## config.mk

```make
export PLATFORM = sky130hd
export DESIGN_NAME = lic_regs
export DESIGN_NICKNAME = d
export VERILOG_FILES = /design/src/hw/lic_pkg.sv /design/src/hw/lic_tick_div.sv /design/src/hw/lic_ring_flag.sv /design/src/hw/lic_regs.sv
export SDC_FILE = /design/constraint.sdc
export NUM_CORES = 1
export LEC_CHECK = 0
export CAP_MARGIN = 25
export CORE_MARGIN = 2
export CORE_UTILIZATION = 56
export DETAILED_ROUTE_END_ITERATION = 8
export DONT_BUFFER_PORTS = 1
export HOLD_SLACK_MARGIN = 0.02
export PLACE_DENSITY = 0.71
export SLEW_MARGIN = 20
export SYNTH_ARGS = -nofsm -noshare
export SYNTH_HDL_FRONTEND = slang
export SYNTH_HIERARCHICAL = 1
export SYNTH_SLANG_ARGS = --single-unit
export TNS_END_PERCENT = 5
```

## constraint.sdc

```tcl
create_clock -name CLK_SYS -period 3 [get_ports CLK_SYS]
set_input_delay 0.15 -clock CLK_SYS [delete_from_list [all_inputs] [get_ports CLK_SYS]]
set_output_delay 0.15 -clock CLK_SYS [all_outputs]
set_load 0.01 [all_outputs]
```

## src/hw/lic_pkg.sv

```systemverilog
/*
 Constants, field positions, reset values and the register request carrier
 for the line interface control register bank.
 Assumes a single 10 MHz system clock and a byte-wide register port.
*/
package lic_pkg;

    localparam int LIC_ADDR_W = 5;
    localparam int LIC_DATA_W = 8;

    typedef logic [LIC_ADDR_W-1:0] lic_addr_t;
    typedef logic [LIC_DATA_W-1:0] lic_byte_t;

    // One register access from the serial control frame decoder
    typedef struct packed {
        logic wr;
        logic rd;
        lic_addr_t addr;
        lic_byte_t wdata;
    } lic_req_s;

    // Register offsets
    localparam lic_addr_t LIC_OFS_CTRL1 = 5'h01;
    localparam lic_addr_t LIC_OFS_LINE1 = 5'h05;
    localparam lic_addr_t LIC_OFS_LINE2 = 5'h06;
    localparam lic_addr_t LIC_OFS_PLL1DIV = 5'h07;
    localparam lic_addr_t LIC_OFS_PLL1MUL = 5'h08;
    localparam lic_addr_t LIC_OFS_PLL2 = 5'h09;
    localparam lic_addr_t LIC_OFS_PLLMODE = 5'h0A;
    localparam lic_addr_t LIC_OFS_REV = 5'h0B;

    // Field positions
    localparam int LIC_BIT_SWRST = 7;
    localparam int LIC_BIT_RNEG = 6;
    localparam int LIC_BIT_RPOS = 5;
    localparam int LIC_BIT_POL = 4;
    localparam int LIC_BIT_ONHOOK_MONITOR_ENABLE = 3;
    localparam int LIC_BIT_RING = 2;
    localparam int LIC_BIT_OHE = 1;
    localparam int LIC_BIT_OH = 0;
    localparam int LIC_BIT_CPE = 7;
    localparam int LIC_BIT_ATM1 = 6;
    localparam int LIC_BIT_ARM1 = 5;
    localparam int LIC_BIT_PDL = 4;
    localparam int LIC_BIT_PDN = 3;
    localparam int LIC_BIT_ATM0 = 1;
    localparam int LIC_BIT_ARM0 = 0;
    localparam int LIC_BIT_CGM = 0;
    localparam int LIC_PLL2_DIV_LSB = 4;
    localparam int LIC_NIB_W = 4;

    // Writable bit masks
    localparam lic_byte_t LIC_LINE1_WMASK = 8'h1B;
    localparam lic_byte_t LIC_LINE2_WMASK = 8'hF3;
    localparam lic_byte_t LIC_MODE_WMASK = 8'h01;
    localparam lic_byte_t LIC_ZERO = 8'h00;

    // Reset values
    localparam lic_byte_t LIC_LINE1_RST = 8'h00;
    localparam lic_byte_t LIC_LINE2_RST = 8'h70;
    localparam lic_byte_t LIC_PLL1DIV_RST = 8'h00;
    localparam lic_byte_t LIC_PLL1MUL_RST = 8'h00;
    localparam lic_byte_t LIC_PLL2_RST = 8'h00;
    localparam lic_byte_t LIC_MODE_RST = 8'h00;

    // Timing
    localparam longint LIC_CLK_HZ = 10_000_000;
    localparam longint LIC_TICK_US = 1000;
    localparam int LIC_TICK_CYC =
        int'((LIC_CLK_HZ * LIC_TICK_US + 64'd999_999) / 64'd1_000_000);
    localparam longint LIC_RING_HOLD_MS = 4500;
    // One extra tick covers the unknown phase of the first tick
    localparam int LIC_HOLD_TICKS =
        int'((LIC_RING_HOLD_MS * 1000 + LIC_TICK_US - 1) / LIC_TICK_US) + 1;
    localparam int LIC_TICK_CNT_W = 14;
    localparam int LIC_HOLD_CNT_W = 13;

endpackage

```

## src/hw/lic_tick_div.sv

```systemverilog
/*
 Divider giving a one-cycle enable pulse every CYCLES system clocks.
 Assumes CYCLES fits the counter width of the package.
*/
`timescale 1ns/1ps
module lic_tick_div #(
    parameter int CYCLES = lic_pkg::LIC_TICK_CYC
) (
    input wire logic clk,
    input wire logic rst_n,
    input wire logic clr,
    output logic tick
);
    import lic_pkg::*;

    logic [LIC_TICK_CNT_W-1:0] cnt_q;
    logic [LIC_TICK_CNT_W-1:0] cnt_d;
    logic wrap;

    assign wrap = (cnt_q == LIC_TICK_CNT_W'(CYCLES - 1));
    assign cnt_d = (clr || wrap) ? '0 : cnt_q + 1'b1;

    always_ff @(posedge clk or negedge rst_n) begin
        if (!rst_n) begin
            cnt_q <= '0;
            tick <= 1'b0;
        end else begin
            cnt_q <= cnt_d;
            tick <= wrap && !clr;
        end
    end

endmodule // lic_tick_div

```

## src/hw/lic_ring_flag.sv

```systemverilog
/*
 Sticky ring indication with a hold timer counted in divider ticks.
 Assumes ring inputs are levels synchronous to clk.
*/
`timescale 1ns/1ps
module lic_ring_flag #(
    parameter int HOLD_TICKS = lic_pkg::LIC_HOLD_TICKS
) (
    input wire logic clk,
    input wire logic rst_n,
    input wire logic soft_clr,
    input wire logic tick,
    input wire logic ring_pos,
    input wire logic ring_neg,
    input wire logic offhook_rise,
    output logic ring_flag
);
    import lic_pkg::*;

    localparam logic [LIC_HOLD_CNT_W-1:0] HOLD_END =
        LIC_HOLD_CNT_W'(HOLD_TICKS);

    logic [LIC_HOLD_CNT_W-1:0] cnt_q;
    logic [LIC_HOLD_CNT_W-1:0] cnt_d;
    logic ring_any;
    logic expired;
    logic flag_d;

    assign ring_any = ring_pos || ring_neg;
    assign expired = (cnt_q == HOLD_END);
    // Saturates so the idle counter never wraps into a false ring
    assign cnt_d = (ring_any || soft_clr) ? '0 :
                   (tick && !expired) ? cnt_q + 1'b1 : cnt_q;
    // A ring in the clearing cycle wins over the clear
    assign flag_d = ring_any ? 1'b1 :
                    (offhook_rise || expired || soft_clr) ? 1'b0 : ring_flag;

    always_ff @(posedge clk or negedge rst_n) begin
        if (!rst_n) begin
            cnt_q <= HOLD_END;
            ring_flag <= 1'b0;
        end else begin
            cnt_q <= cnt_d;
            ring_flag <= flag_d;
        end
    end

endmodule // lic_ring_flag

```

## src/hw/lic_regs.sv

```systemverilog
/*
 Line interface control registers 5 to 11 with hook, ring, power-down,
 call-progress monitor and PLL setting outputs.
 Assumes a frame decoder that presents one access per REG_REQ strobe and
 inputs that are synchronous to CLK_SYS.
*/
// Overview of operation
// - Bit 6 of line control one reads the negative ring input live.
// - Bit 5 of line control one reads the positive ring input live.
// - Hook pin polarity bit 4: 0 active low, 1 active high.
// - Bit 3 enables on-hook line monitoring, driven out as a level.
// - Ring flag bit 2 sets on ring, clears after hold or off-hook.
// - Hook pin is ignored unless hook pin enable bit 1 is set.
// - Off-hook is request bit 0 OR enabled, polarity-corrected pin.
// - Bit 7 of line control two drives the charge pump enable.
// - Transmit monitor level is bits 6 and 1 of line control two.
// - Receive monitor level is bits 5 and 0 of line control two.
// - Bit 4 holds the line side in low power; host sets clocks first.
// - Bit 3 powers down the system side until an external reset.
// - Two 8-bit PLL1 divider and multiplier fields, value minus one.
// - PLL2 divider in bits 7:4, multiplier in bits 3:0.
// - Clock ratio bit selects no ratio or the 25/16 ratio.
// - Revision register returns a 4-bit revision, upper bits zero.
// - Self-clearing software reset bit 7 of control one resets registers.
`timescale 1ns/1ps
module lic_regs #(
    parameter int TICK_CYCLES = lic_pkg::LIC_TICK_CYC,
    parameter int HOLD_TICKS = lic_pkg::LIC_HOLD_TICKS,
    // Arbitrary value
    parameter logic [3:0] SYS_REVISION = 4'h0
) (
    input wire logic CLK_SYS,
    input wire logic RSTN,
    input wire lic_pkg::lic_req_s REG_REQ,
    output lic_pkg::lic_byte_t REG_RDATA,
    output logic REG_RVALID,
    input wire logic RING_POS,
    input wire logic RING_NEG,
    input wire logic HOOK_PIN,
    output logic OFFHOOK,
    output logic ONHOOK_MONITOR,
    output logic RING_DETECT,
    output logic PUMP_EN,
    output logic [1:0] MON_TX_LEVEL,
    output logic [1:0] MON_RX_LEVEL,
    output logic LINE_PWRDN,
    output logic SYS_PWRDN,
    output lic_pkg::lic_byte_t PLL1_DIV,
    output lic_pkg::lic_byte_t PLL1_MUL,
    output logic [3:0] PLL2_DIV,
    output logic [3:0] PLL2_MUL,
    output logic CLK_RATIO_SEL
);
    import lic_pkg::*;

    lic_byte_t line1_q, line1_d;
    lic_byte_t line2_q, line2_d;
    lic_byte_t pll1div_q, pll1div_d;
    lic_byte_t pll1mul_q, pll1mul_d;
    lic_byte_t pll2_q, pll2_d;
    lic_byte_t mode_q, mode_d;
    lic_byte_t line1_rd, line2_rd, rev_rd, rd_mux;
    logic sw_rst_q;
    logic sys_pwrdn_q;
    logic offhook_q, offhook_d;
    logic pin_asserted;
    logic ring_flag;
    logic tick;

    // Address decode
    wire wr_ctrl1 = REG_REQ.wr && (REG_REQ.addr == LIC_OFS_CTRL1);
    wire wr_line1 = REG_REQ.wr && (REG_REQ.addr == LIC_OFS_LINE1);
    wire wr_line2 = REG_REQ.wr && (REG_REQ.addr == LIC_OFS_LINE2);
    wire wr_pll1div = REG_REQ.wr && (REG_REQ.addr == LIC_OFS_PLL1DIV);
    wire wr_pll1mul = REG_REQ.wr && (REG_REQ.addr == LIC_OFS_PLL1MUL);
    wire wr_pll2 = REG_REQ.wr && (REG_REQ.addr == LIC_OFS_PLL2);
    wire wr_mode = REG_REQ.wr && (REG_REQ.addr == LIC_OFS_PLLMODE);
    wire sw_rst_req = wr_ctrl1 && REG_REQ.wdata[LIC_BIT_SWRST];

    // Only writable bits are stored
    assign line1_d = sw_rst_q ? LIC_LINE1_RST :
                     wr_line1 ? (REG_REQ.wdata & LIC_LINE1_WMASK) : line1_q;
    // Power-down bit lives apart so soft reset cannot revive the chip
    assign line2_d = sw_rst_q ? LIC_LINE2_RST :
                     wr_line2 ? (REG_REQ.wdata & LIC_LINE2_WMASK) : line2_q;
    assign pll1div_d = sw_rst_q ? LIC_PLL1DIV_RST :
                       wr_pll1div ? REG_REQ.wdata : pll1div_q;
    assign pll1mul_d = sw_rst_q ? LIC_PLL1MUL_RST :
                       wr_pll1mul ? REG_REQ.wdata : pll1mul_q;
    assign pll2_d = sw_rst_q ? LIC_PLL2_RST :
                    wr_pll2 ? REG_REQ.wdata : pll2_q;
    assign mode_d = sw_rst_q ? LIC_MODE_RST :
                    wr_mode ? (REG_REQ.wdata & LIC_MODE_WMASK) : mode_q;

    // Pin matches polarity bit when asserted
    assign pin_asserted = (HOOK_PIN == line1_q[LIC_BIT_POL]);
    // Request bit works with the pin disabled
    assign offhook_d = line1_q[LIC_BIT_OH] ||
                       (line1_q[LIC_BIT_OHE] && pin_asserted);

    always_comb begin
        line1_rd = line1_q;
        line1_rd[LIC_BIT_RNEG] = RING_NEG;
        line1_rd[LIC_BIT_RPOS] = RING_POS;
        line1_rd[LIC_BIT_RING] = ring_flag;
        line2_rd = line2_q;
        line2_rd[LIC_BIT_PDN] = sys_pwrdn_q;
        rev_rd = LIC_ZERO;
        rev_rd[LIC_NIB_W-1:0] = SYS_REVISION;
    end

    // Unmapped offsets and control one read zero; soft reset self-clears
    assign rd_mux = (REG_REQ.addr == LIC_OFS_LINE1) ? line1_rd :
                    (REG_REQ.addr == LIC_OFS_LINE2) ? line2_rd :
                    (REG_REQ.addr == LIC_OFS_PLL1DIV) ? pll1div_q :
                    (REG_REQ.addr == LIC_OFS_PLL1MUL) ? pll1mul_q :
                    (REG_REQ.addr == LIC_OFS_PLL2) ? pll2_q :
                    (REG_REQ.addr == LIC_OFS_PLLMODE) ? mode_q :
                    (REG_REQ.addr == LIC_OFS_REV) ? rev_rd : LIC_ZERO;

    always_ff @(posedge CLK_SYS or negedge RSTN) begin
        if (!RSTN) begin
            line1_q <= LIC_LINE1_RST;
            line2_q <= LIC_LINE2_RST;
            pll1div_q <= LIC_PLL1DIV_RST;
            pll1mul_q <= LIC_PLL1MUL_RST;
            pll2_q <= LIC_PLL2_RST;
            mode_q <= LIC_MODE_RST;
        end else begin
            line1_q <= line1_d;
            line2_q <= line2_d;
            pll1div_q <= pll1div_d;
            pll1mul_q <= pll1mul_d;
            pll2_q <= pll2_d;
            mode_q <= mode_d;
        end
    end

    always_ff @(posedge CLK_SYS or negedge RSTN) begin
        if (!RSTN) begin
            sw_rst_q <= 1'b0;
            sys_pwrdn_q <= 1'b0;
            offhook_q <= 1'b0;
        end else begin
            sw_rst_q <= sw_rst_req;
            // Only the external reset clears this
            sys_pwrdn_q <= sys_pwrdn_q ||
                           (wr_line2 && REG_REQ.wdata[LIC_BIT_PDN]);
            offhook_q <= offhook_d;
        end
    end

    always_ff @(posedge CLK_SYS or negedge RSTN) begin
        if (!RSTN) begin
            REG_RDATA <= LIC_ZERO;
            REG_RVALID <= 1'b0;
        end else begin
            REG_RVALID <= REG_REQ.rd;
            if (REG_REQ.rd) begin
                REG_RDATA <= rd_mux;
            end
        end
    end

    lic_tick_div #(
        .CYCLES(TICK_CYCLES)
    ) lic_tick_div_inst (
        .clk(CLK_SYS),
        .rst_n(RSTN),
        .clr(sw_rst_q),
        .tick(tick)
    );

    lic_ring_flag #(
        .HOLD_TICKS(HOLD_TICKS)
    ) lic_ring_flag_inst (
        .clk(CLK_SYS),
        .rst_n(RSTN),
        .soft_clr(sw_rst_q),
        .tick(tick),
        .ring_pos(RING_POS),
        .ring_neg(RING_NEG),
        .offhook_rise(offhook_d && !offhook_q),
        .ring_flag(ring_flag)
    );

    assign OFFHOOK = offhook_q;
    assign ONHOOK_MONITOR = line1_q[LIC_BIT_ONHOOK_MONITOR_ENABLE];
    assign RING_DETECT = ring_flag;
    assign PUMP_EN = line2_q[LIC_BIT_CPE];
    assign MON_TX_LEVEL = {line2_q[LIC_BIT_ATM1],
                           line2_q[LIC_BIT_ATM0]};
    assign MON_RX_LEVEL = {line2_q[LIC_BIT_ARM1],
                           line2_q[LIC_BIT_ARM0]};
    assign LINE_PWRDN = line2_q[LIC_BIT_PDL];
    assign SYS_PWRDN = sys_pwrdn_q;
    assign PLL1_DIV = pll1div_q;
    assign PLL1_MUL = pll1mul_q;
    assign PLL2_DIV = pll2_q[LIC_PLL2_DIV_LSB +: LIC_NIB_W];
    assign PLL2_MUL = pll2_q[LIC_NIB_W-1:0];
    assign CLK_RATIO_SEL = mode_q[LIC_BIT_CGM];

    property p_ring_read;
        @(posedge CLK_SYS) disable iff (!RSTN)
        REG_REQ.rd && (REG_REQ.addr == LIC_OFS_LINE1) |=>
            REG_RVALID && (REG_RDATA[LIC_BIT_RNEG] == $past(RING_NEG)) &&
            (REG_RDATA[LIC_BIT_RPOS] == $past(RING_POS));
    endproperty
    a_ring_read: assert property (p_ring_read)
        else $error("ring status read mismatch");

    property p_pin_ignored;
        @(posedge CLK_SYS) disable iff (!RSTN)
        !line1_q[LIC_BIT_OHE] && !line1_q[LIC_BIT_OH] |=> !OFFHOOK;
    endproperty
    a_pin_ignored: assert property (p_pin_ignored)
        else $error("off-hook without request or enabled pin");

    property p_pin_polarity;
        @(posedge CLK_SYS) disable iff (!RSTN)
        line1_q[LIC_BIT_OHE] && (HOOK_PIN == line1_q[LIC_BIT_POL]) |=> OFFHOOK;
    endproperty
    a_pin_polarity: assert property (p_pin_polarity)
        else $error("asserted hook pin did not go off-hook");

    property p_request;
        @(posedge CLK_SYS) disable iff (!RSTN)
        line1_q[LIC_BIT_OH] |=> OFFHOOK;
    endproperty
    a_request: assert property (p_request)
        else $error("off-hook request ignored");

    property p_ring_set;
        @(posedge CLK_SYS) disable iff (!RSTN)
        RING_POS || RING_NEG |=> RING_DETECT;
    endproperty
    a_ring_set: assert property (p_ring_set)
        else $error("ring flag not set by ring");

    property p_ring_offhook;
        @(posedge CLK_SYS) disable iff (!RSTN)
        offhook_d && !offhook_q && !RING_POS && !RING_NEG |=> !RING_DETECT;
    endproperty
    a_ring_offhook: assert property (p_ring_offhook)
        else $error("ring flag not cleared at off-hook");

    property p_pdn_sticky;
        @(posedge CLK_SYS) disable iff (!RSTN)
        SYS_PWRDN |=> SYS_PWRDN;
    endproperty
    a_pdn_sticky: assert property (p_pdn_sticky)
        else $error("system power-down released without reset");

    property p_soft_reset;
        @(posedge CLK_SYS) disable iff (!RSTN)
        sw_rst_req |=> ##1 (line2_q == LIC_LINE2_RST) &&
            (pll1div_q == LIC_PLL1DIV_RST) && !CLK_RATIO_SEL;
    endproperty
    a_soft_reset: assert property (p_soft_reset)
        else $error("software reset did not restore registers");

    property p_readonly;
        @(posedge CLK_SYS) disable iff (!RSTN)
        wr_line1 && !sw_rst_q |=>
            (line1_q & ~LIC_LINE1_WMASK) == LIC_ZERO;
    endproperty
    a_readonly: assert property (p_readonly)
        else $error("read-only bits were stored");

    property p_pll_write;
        @(posedge CLK_SYS) disable iff (!RSTN)
        wr_pll2 && !sw_rst_q |=>
            ({PLL2_DIV, PLL2_MUL} == $past(REG_REQ.wdata));
    endproperty
    a_pll_write: assert property (p_pll_write)
        else $error("PLL2 fields not updated by write");

    property p_pll1_write;
        @(posedge CLK_SYS) disable iff (!RSTN)
        wr_pll1div && !sw_rst_q |=> (PLL1_DIV == $past(REG_REQ.wdata));
    endproperty
    a_pll1_write: assert property (p_pll1_write)
        else $error("PLL1 divider not updated by write");

    property p_line2_write;
        @(posedge CLK_SYS) disable iff (!RSTN)
        wr_line2 && !sw_rst_q |=>
            (PUMP_EN == $past(REG_REQ.wdata[LIC_BIT_CPE])) &&
            (LINE_PWRDN == $past(REG_REQ.wdata[LIC_BIT_PDL]));
    endproperty
    a_line2_write: assert property (p_line2_write)
        else $error("pump or line power-down not updated by write");

    property p_mon_write;
        @(posedge CLK_SYS) disable iff (!RSTN)
        wr_line2 && !sw_rst_q |=> ({MON_TX_LEVEL, MON_RX_LEVEL} ==
            $past({REG_REQ.wdata[LIC_BIT_ATM1], REG_REQ.wdata[LIC_BIT_ATM0],
                REG_REQ.wdata[LIC_BIT_ARM1], REG_REQ.wdata[LIC_BIT_ARM0]}));
    endproperty
    a_mon_write: assert property (p_mon_write)
        else $error("monitor levels not updated by write");

    property p_ratio_write;
        @(posedge CLK_SYS) disable iff (!RSTN)
        wr_mode && !sw_rst_q |=>
            (CLK_RATIO_SEL == $past(REG_REQ.wdata[LIC_BIT_CGM]));
    endproperty
    a_ratio_write: assert property (p_ratio_write)
        else $error("clock ratio select not updated by write");

    property p_rev_read;
        @(posedge CLK_SYS) disable iff (!RSTN)
        REG_REQ.rd && (REG_REQ.addr == LIC_OFS_REV) |=>
            REG_RVALID && (REG_RDATA[LIC_NIB_W-1:0] == SYS_REVISION) &&
            ((REG_RDATA >> LIC_NIB_W) == LIC_ZERO);
    endproperty
    a_rev_read: assert property (p_rev_read)
        else $error("revision read mismatch");

endmodule // lic_regs

```

After elaboration in Yosys (flattened, before gate mapping)
Index checks and enable logic that the tools add are counted.
{ "op_classes": {"addsub": 2, "n_eq_ne": 10, "n_mux": 23, "n_reduce_logical": 31} }
{ "ops": {"columns": ["cell", "count"], "rows": [
  ["8-bit two-way mux", 18],
  ["13-bit two-way mux", 2],
  ["2-bit nonzero test", 8],
  ["5-bit by 3-bit equality test with 1-bit output, second input constant", 3],
  ["5-bit by 4-bit equality test with 1-bit output, second input constant", 3],
  ["14-bit by 1-bit adder with 14-bit output, second input constant", 1],
  ["14-bit equality test, second input constant", 1],
  ["14-bit two-way mux", 1],
  ["13-bit by 1-bit adder with 13-bit output, second input constant", 1],
  ["13-bit equality test, second input constant", 1],
  ["1-bit logical AND", 13],
  ["1-bit logical OR", 7],
  ["5-bit by 1-bit equality test with 1-bit output, second input constant", 1],
  ["1-bit zero test", 3],
  ["1-bit two-way mux", 2],
  ["1-bit equality test", 1]
]} }
{ "word_totals": {"reg_bits": 89, "input_bits": 20, "output_inout_bits": 44, "elab_cells": 81} }

Logic depth before layout (Yosys ltp)
{ "depth": {"word_depth": 8, "depth_mapped": 7, "ltp_nobuf": 6} }

Cells and area by module
Netlist, hierarchy kept.
{ "modules_own_cells": {"columns": ["mod", "n_inst", "cells_each", "area_per_inst_um2", "seq_area_each_um2"], "rows": [
  ["lic_regs", 1, 248, 2336.0, 1179.9],
  ["lic_ring_flag", 1, 78, 792.0, 357.8],
  ["lic_tick_div", 1, 71, 720.7, 375.4]
]} }

Worst setup path before layout
Ideal clock, no wire load.
{ "synth_path": {"path_type": "register -> register", "startpoint": "register lic_tick_div_inst.cnt_q[11]", "endpoint": "register lic_tick_div_inst.cnt_q[10]", "setup_time_ns": 0.119, "arrival_ns": 1.641, "required_time_ns": 2.881, "path_slack_ns": 1.240, "path_stages_with_launch": 6, "path_buffers": 1, "synth_period_minus_slack_ns": 1.760, "path_cell_list": "dfrtp_1 or4b_1 or4_4 nand2b_4 buf_6 nor2_1"} }
{ "synth_via": {"elab_chain_cells": 3} }
{ "synth_lines": {"columns": ["element", "line_no", "text"], "rows": [
  ["start: declaration", "lic_tick_div.sv:16", "logic [LIC_TICK_CNT_W-1:0] cnt_q;"],
  ["start signal: assignment", "lic_tick_div.sv:28", "cnt_q <= cnt_d;"],
  ["14-bit equality test", "lic_tick_div.sv:20", "assign wrap = (cnt_q == LIC_TICK_CNT_W'(CYCLES - 1));"],
  ["1-bit logical OR", "lic_tick_div.sv:21", "assign cnt_d = (clr || wrap) ? '0 : cnt_q + 1'b1;"],
  ["14-bit two-way mux", "lic_tick_div.sv:21", null],
  ["named net lic_tick_div_inst.cnt_d[10]", "lic_tick_div.sv:17", "logic [LIC_TICK_CNT_W-1:0] cnt_d;"]
]} }
The timed path passes the listed nets, and every way through them passes these cells.
A chain may end at the register's enable or synchronous reset.

Final worst setup path
{ "layout_path": {"startpoint": "register lic_tick_div_inst.cnt_q[11]", "endpoint": "register lic_tick_div_inst.cnt_q[11]"} }
{ "layout_via": {"elab_chain_cells": 3, "elab_cells_between_ends": 4, "classes_between": "add/sub: 1; eq/ne: 1; mux: 1; reduce/logical: 1"} }
{ "layout_lines": {"columns": ["element", "line_no"], "rows": [
  ["parallel branches: the longest is 2 deep, another holds 14-bit by 1-bit adder with 14-bit output", null],
  ["14-bit two-way mux *", "lic_tick_div.sv:21"],
  ["named net lic_tick_div_inst.cnt_d[11]", "lic_tick_div.sv:17"]
]} }
Mark *: on every way through the listed nets, which the timed path passes.

==> flow_summary.yaml <==
power_and_ir_drop:
  power_frac_comb_pct: 14.4
  p_switching_uw: 798
  internal_power_mw: 1.83
  pwr-share-seq_pct: 53.3
  swShare_pct: 30.4
  p_leak_nw: 1.80
  p_per_area_nw_per_um2: 620
  pwr-share-clk_pct: 32.2
  peakVddDrop_mv: 0.262
sta:
  slew_headroom_pct: 46.9
  setup_violations: 0
  period_needed_ns: 1.79
  rsz0062_at_grt: "false"
  drv_slew: 0
  fmax_mhz: 558
  fin_ws_ns: 1.21
  setup_tns_ns: 0
  post-route-period-util_pct: 59.7
  skew_ns: 0.00901
  final_hold_viol_count: 0
  max_slew.worst_pin.slew_ns: 0.795
synthesis:
  synthMostInstantiatedCell: "dfrtp_1"
  synth_fa_ha_area_share_pct: 1.30
  synth_top_family_by_area: "simple AND/OR/NAND/NOR gates"
  synth_edf_count: 0
  synth_nets: 421
  synthTopCellsByCount: "dfrtp_1, nor2_1, nand2_1, a21oi_1, mux2i_1"
  synthXorXnorAreaFrac_pct: 4.78
  yosys_warnings: 6
  synth_top_area_share_pct: 43.6
  ys_types: 48
  muxShareOfSynthArea_pct: 5.75
  ys.flop_type: "dfrtp_1"
  yosys.area_share.simple_pct: 22.2
  synth_area_leader_cell: "dfrtp_1"
  yosysSeqAreaShare_pct: 49.7
  post_synth.cell_area_avg_sq_um: 9.69
  ys_async_sr_fraction_pct: 100
  synth_compound_area_share_pct: 12.1
  yosys-top-cells-area: "dfrtp_1, dfstp_2, nor2_1"
  ys_ff_latch: 76
  synthCells: 397
  synth.cell_area_sq_um: 3850
setup_path:
  worst_ep_arrival_time_ns: 2.04
  setup.worst_path.start: "lic_tick_div_inst/cnt_q[11]"
  setup.worst_path.end_class: "flip-flop"
  slowest_delay_ns: 0.52
  reg2reg_from: "lic_tick_div_inst/cnt_q[11]"
  required_ns: 3.25
  cp-start-kind: "flip-flop"
  slowest_stage: "or4b_1"
  crit_chain: "or4b_1 > or4_4 > nand2b_4 > nor2_1"
  crit_type: "reg -> reg"
  cp_top_family: "simple AND/OR/NAND/NOR gates"
  path_buf_inv: 0
  path_max_fanout: 13
die:
  fp.dieH_um: 86.9
  dieArea_sq_um: 7550
  core_area_sq_um: 6720
  io_pins: 64
  start_util_pct: 57.3
  die-width_um: 86.9
  rows: 30
cts:
  postCtsResizedCells: 0
  cts_buffer_depth: 2
  cts_root_buf: "clkbuf_8"
  clk_latency_ns: 0.36
  clk_pin_slew_ns: 0.08
  cts-buffers-inserted: 9
  cts_tree: "done"
  h-tree-depth: 3
  clock_sinks: 76
detailed_routing:
  wl_per_cell_um: 18.8
  viasPerCell: 6.10
  first_pass_iters: 6
  ant_nets: 0
  drt_iter0_markers: 309
  drc_errors: 0
  num_vias: 2982
  wirelength_um: 9170
global_route:
  grt.overflow.total: 0
  grt_max_degree: 77
  antenna_found_initial: 1
  grt_pass1_vias: 2844
  track_usage_pct: 25.2
  grt_pass1_wl_um: 14600
finish:
  syn_to_final_growth_pct: 10.1
  stdcell_count: 489
  final_layout_size_suffix_gt1_share_pct: 8.82
  final_nets: 427
run:
  maxCapViolCount: 0
place:
  port_buffers: 0
  gp_congestion: 0.820
  dp_worst_setup_slack_ns: 1.22
  place_hpwl_um: 5980
  post-place-cells: 455
run_status:
  status: "completed"
hold_path:
  hold_path_startpoint: "REG_REQ[8]"
  hold_class: "in -> reg"
[layout make-up]
class | count | area [sq um]
antenna | 1 | 2.50
clock buffer | 10 | 128
clock inverter | 6 | 80.1
fill | 557 | 2480
inverter | 10 | 37.5
multi-input combinational | 287 | 1780
sequential | 76 | 1910
tap | 80 | 100
timing repair buffer | 19 | 203
[power by group through the flow]
| stage | registers, mW | logic, mW | clock network (mW) |
|---|---|---|---|
| after floorplan | 1.36 | 0.290 | 0 |
| after global placement | 1.41 | 0.308 | 0 |
| after detailed placement | 1.42 | 0.324 | 0 |
| after CTS | 1.40 | 0.380 | 0.854 |
| after global routing | 1.43 | 0.429 | 0.897 |
| final | 1.40 | 0.379 | 0.847 |
[sequential cells by signal, summed over array words and instances (netlist names), 4 cells and up]
| name | flops |
|---|---|
| line2_q | 6 |
| line1_q | 4 |
| pll2_q | 8 |
| PLL1_MUL | 8 |
| lic_tick_div_inst/cnt_q | 14 |
| REG_RDATA | 8 |
| lic_ring_flag_inst/cnt_q | 13 |
| PLL1_DIV | 8 |
[cell families after synthesis]
logic type      after synthesis
simple gates                164
buf+inv                      34
flops                        76
fa+ha+maj                     4
compound gates               76
xor+xnor                     21
mux                          22
[cells in the final DEF, fill, tap and decap left out, drive strengths merged, types with 10 or more instances in the layout]
| master | Yosys | routed |
|---|---|---|
| dfrtp | 67 | 67 |
| nor2 | 57 | 57 |
| nand2 | 31 | 31 |
| a21oi | 29 | 29 |
| mux2i | 21 | 21 |
| o21ai | 21 | 21 |
| nand3 | 20 | 20 |
| xnor2 | 17 | 17 |
| dlygate4sd3 | 0 | 16 |
| inv | 10 | 10 |
| nand4 | 10 | 10 |
| clkbuf | 15 | 10 |
[what timing repair did]
action                    CTS  global route
hold endpoints to repair  123             0
buffers inserted            0             0
hold buffers               17             0
[final timing paths]
kind / endpoint / slack (ns) / depth (start not counted)
worst max-delay path: lic_tick_div_inst/cnt_q[11] / 1.21 / 4
worst min-delay path: REG_RDATA[2] / 0.05 / 2
worst max register to register: lic_tick_div_inst/cnt_q[11] / 1.21 / 4
worst min register to register: lic_tick_div_inst/cnt_q[0] / 0.51 / 1
max in group asynchronous: lic_ring_flag_inst/cnt_q[4] / 2.31 / 2
min in group asynchronous: REG_RDATA[3] / 0.36 / 2
[per-stage QoR]
stage          area, sq um  util (%)  power (mW)  hold WS, ns
2_1_floorplan         3850         -        1.65       -0.146
3_3_place_gp          3840      57.2        1.72       -0.143
3_5_place_dp          3840      57.2        1.74       -0.143
4_1_cts               4240      63.1        2.64       0.0304
5_1_grt               4240      63.1        2.75       0.0348
6_report              4240      63.1        2.63       0.0475
[routing by layer]
metal / part of all wire, % / global-route usage [%] / vias up
met1: 45 / 36.7 / 1426
met5: 0 / 0 / -
li1: - / - / 1407
met2: 43 / 34.6 / 134
met3: 10 / 8.34 / 15
met4: 1.5 / 9.80 / 0
Note: power is estimated with default switching activity, not from simulation.
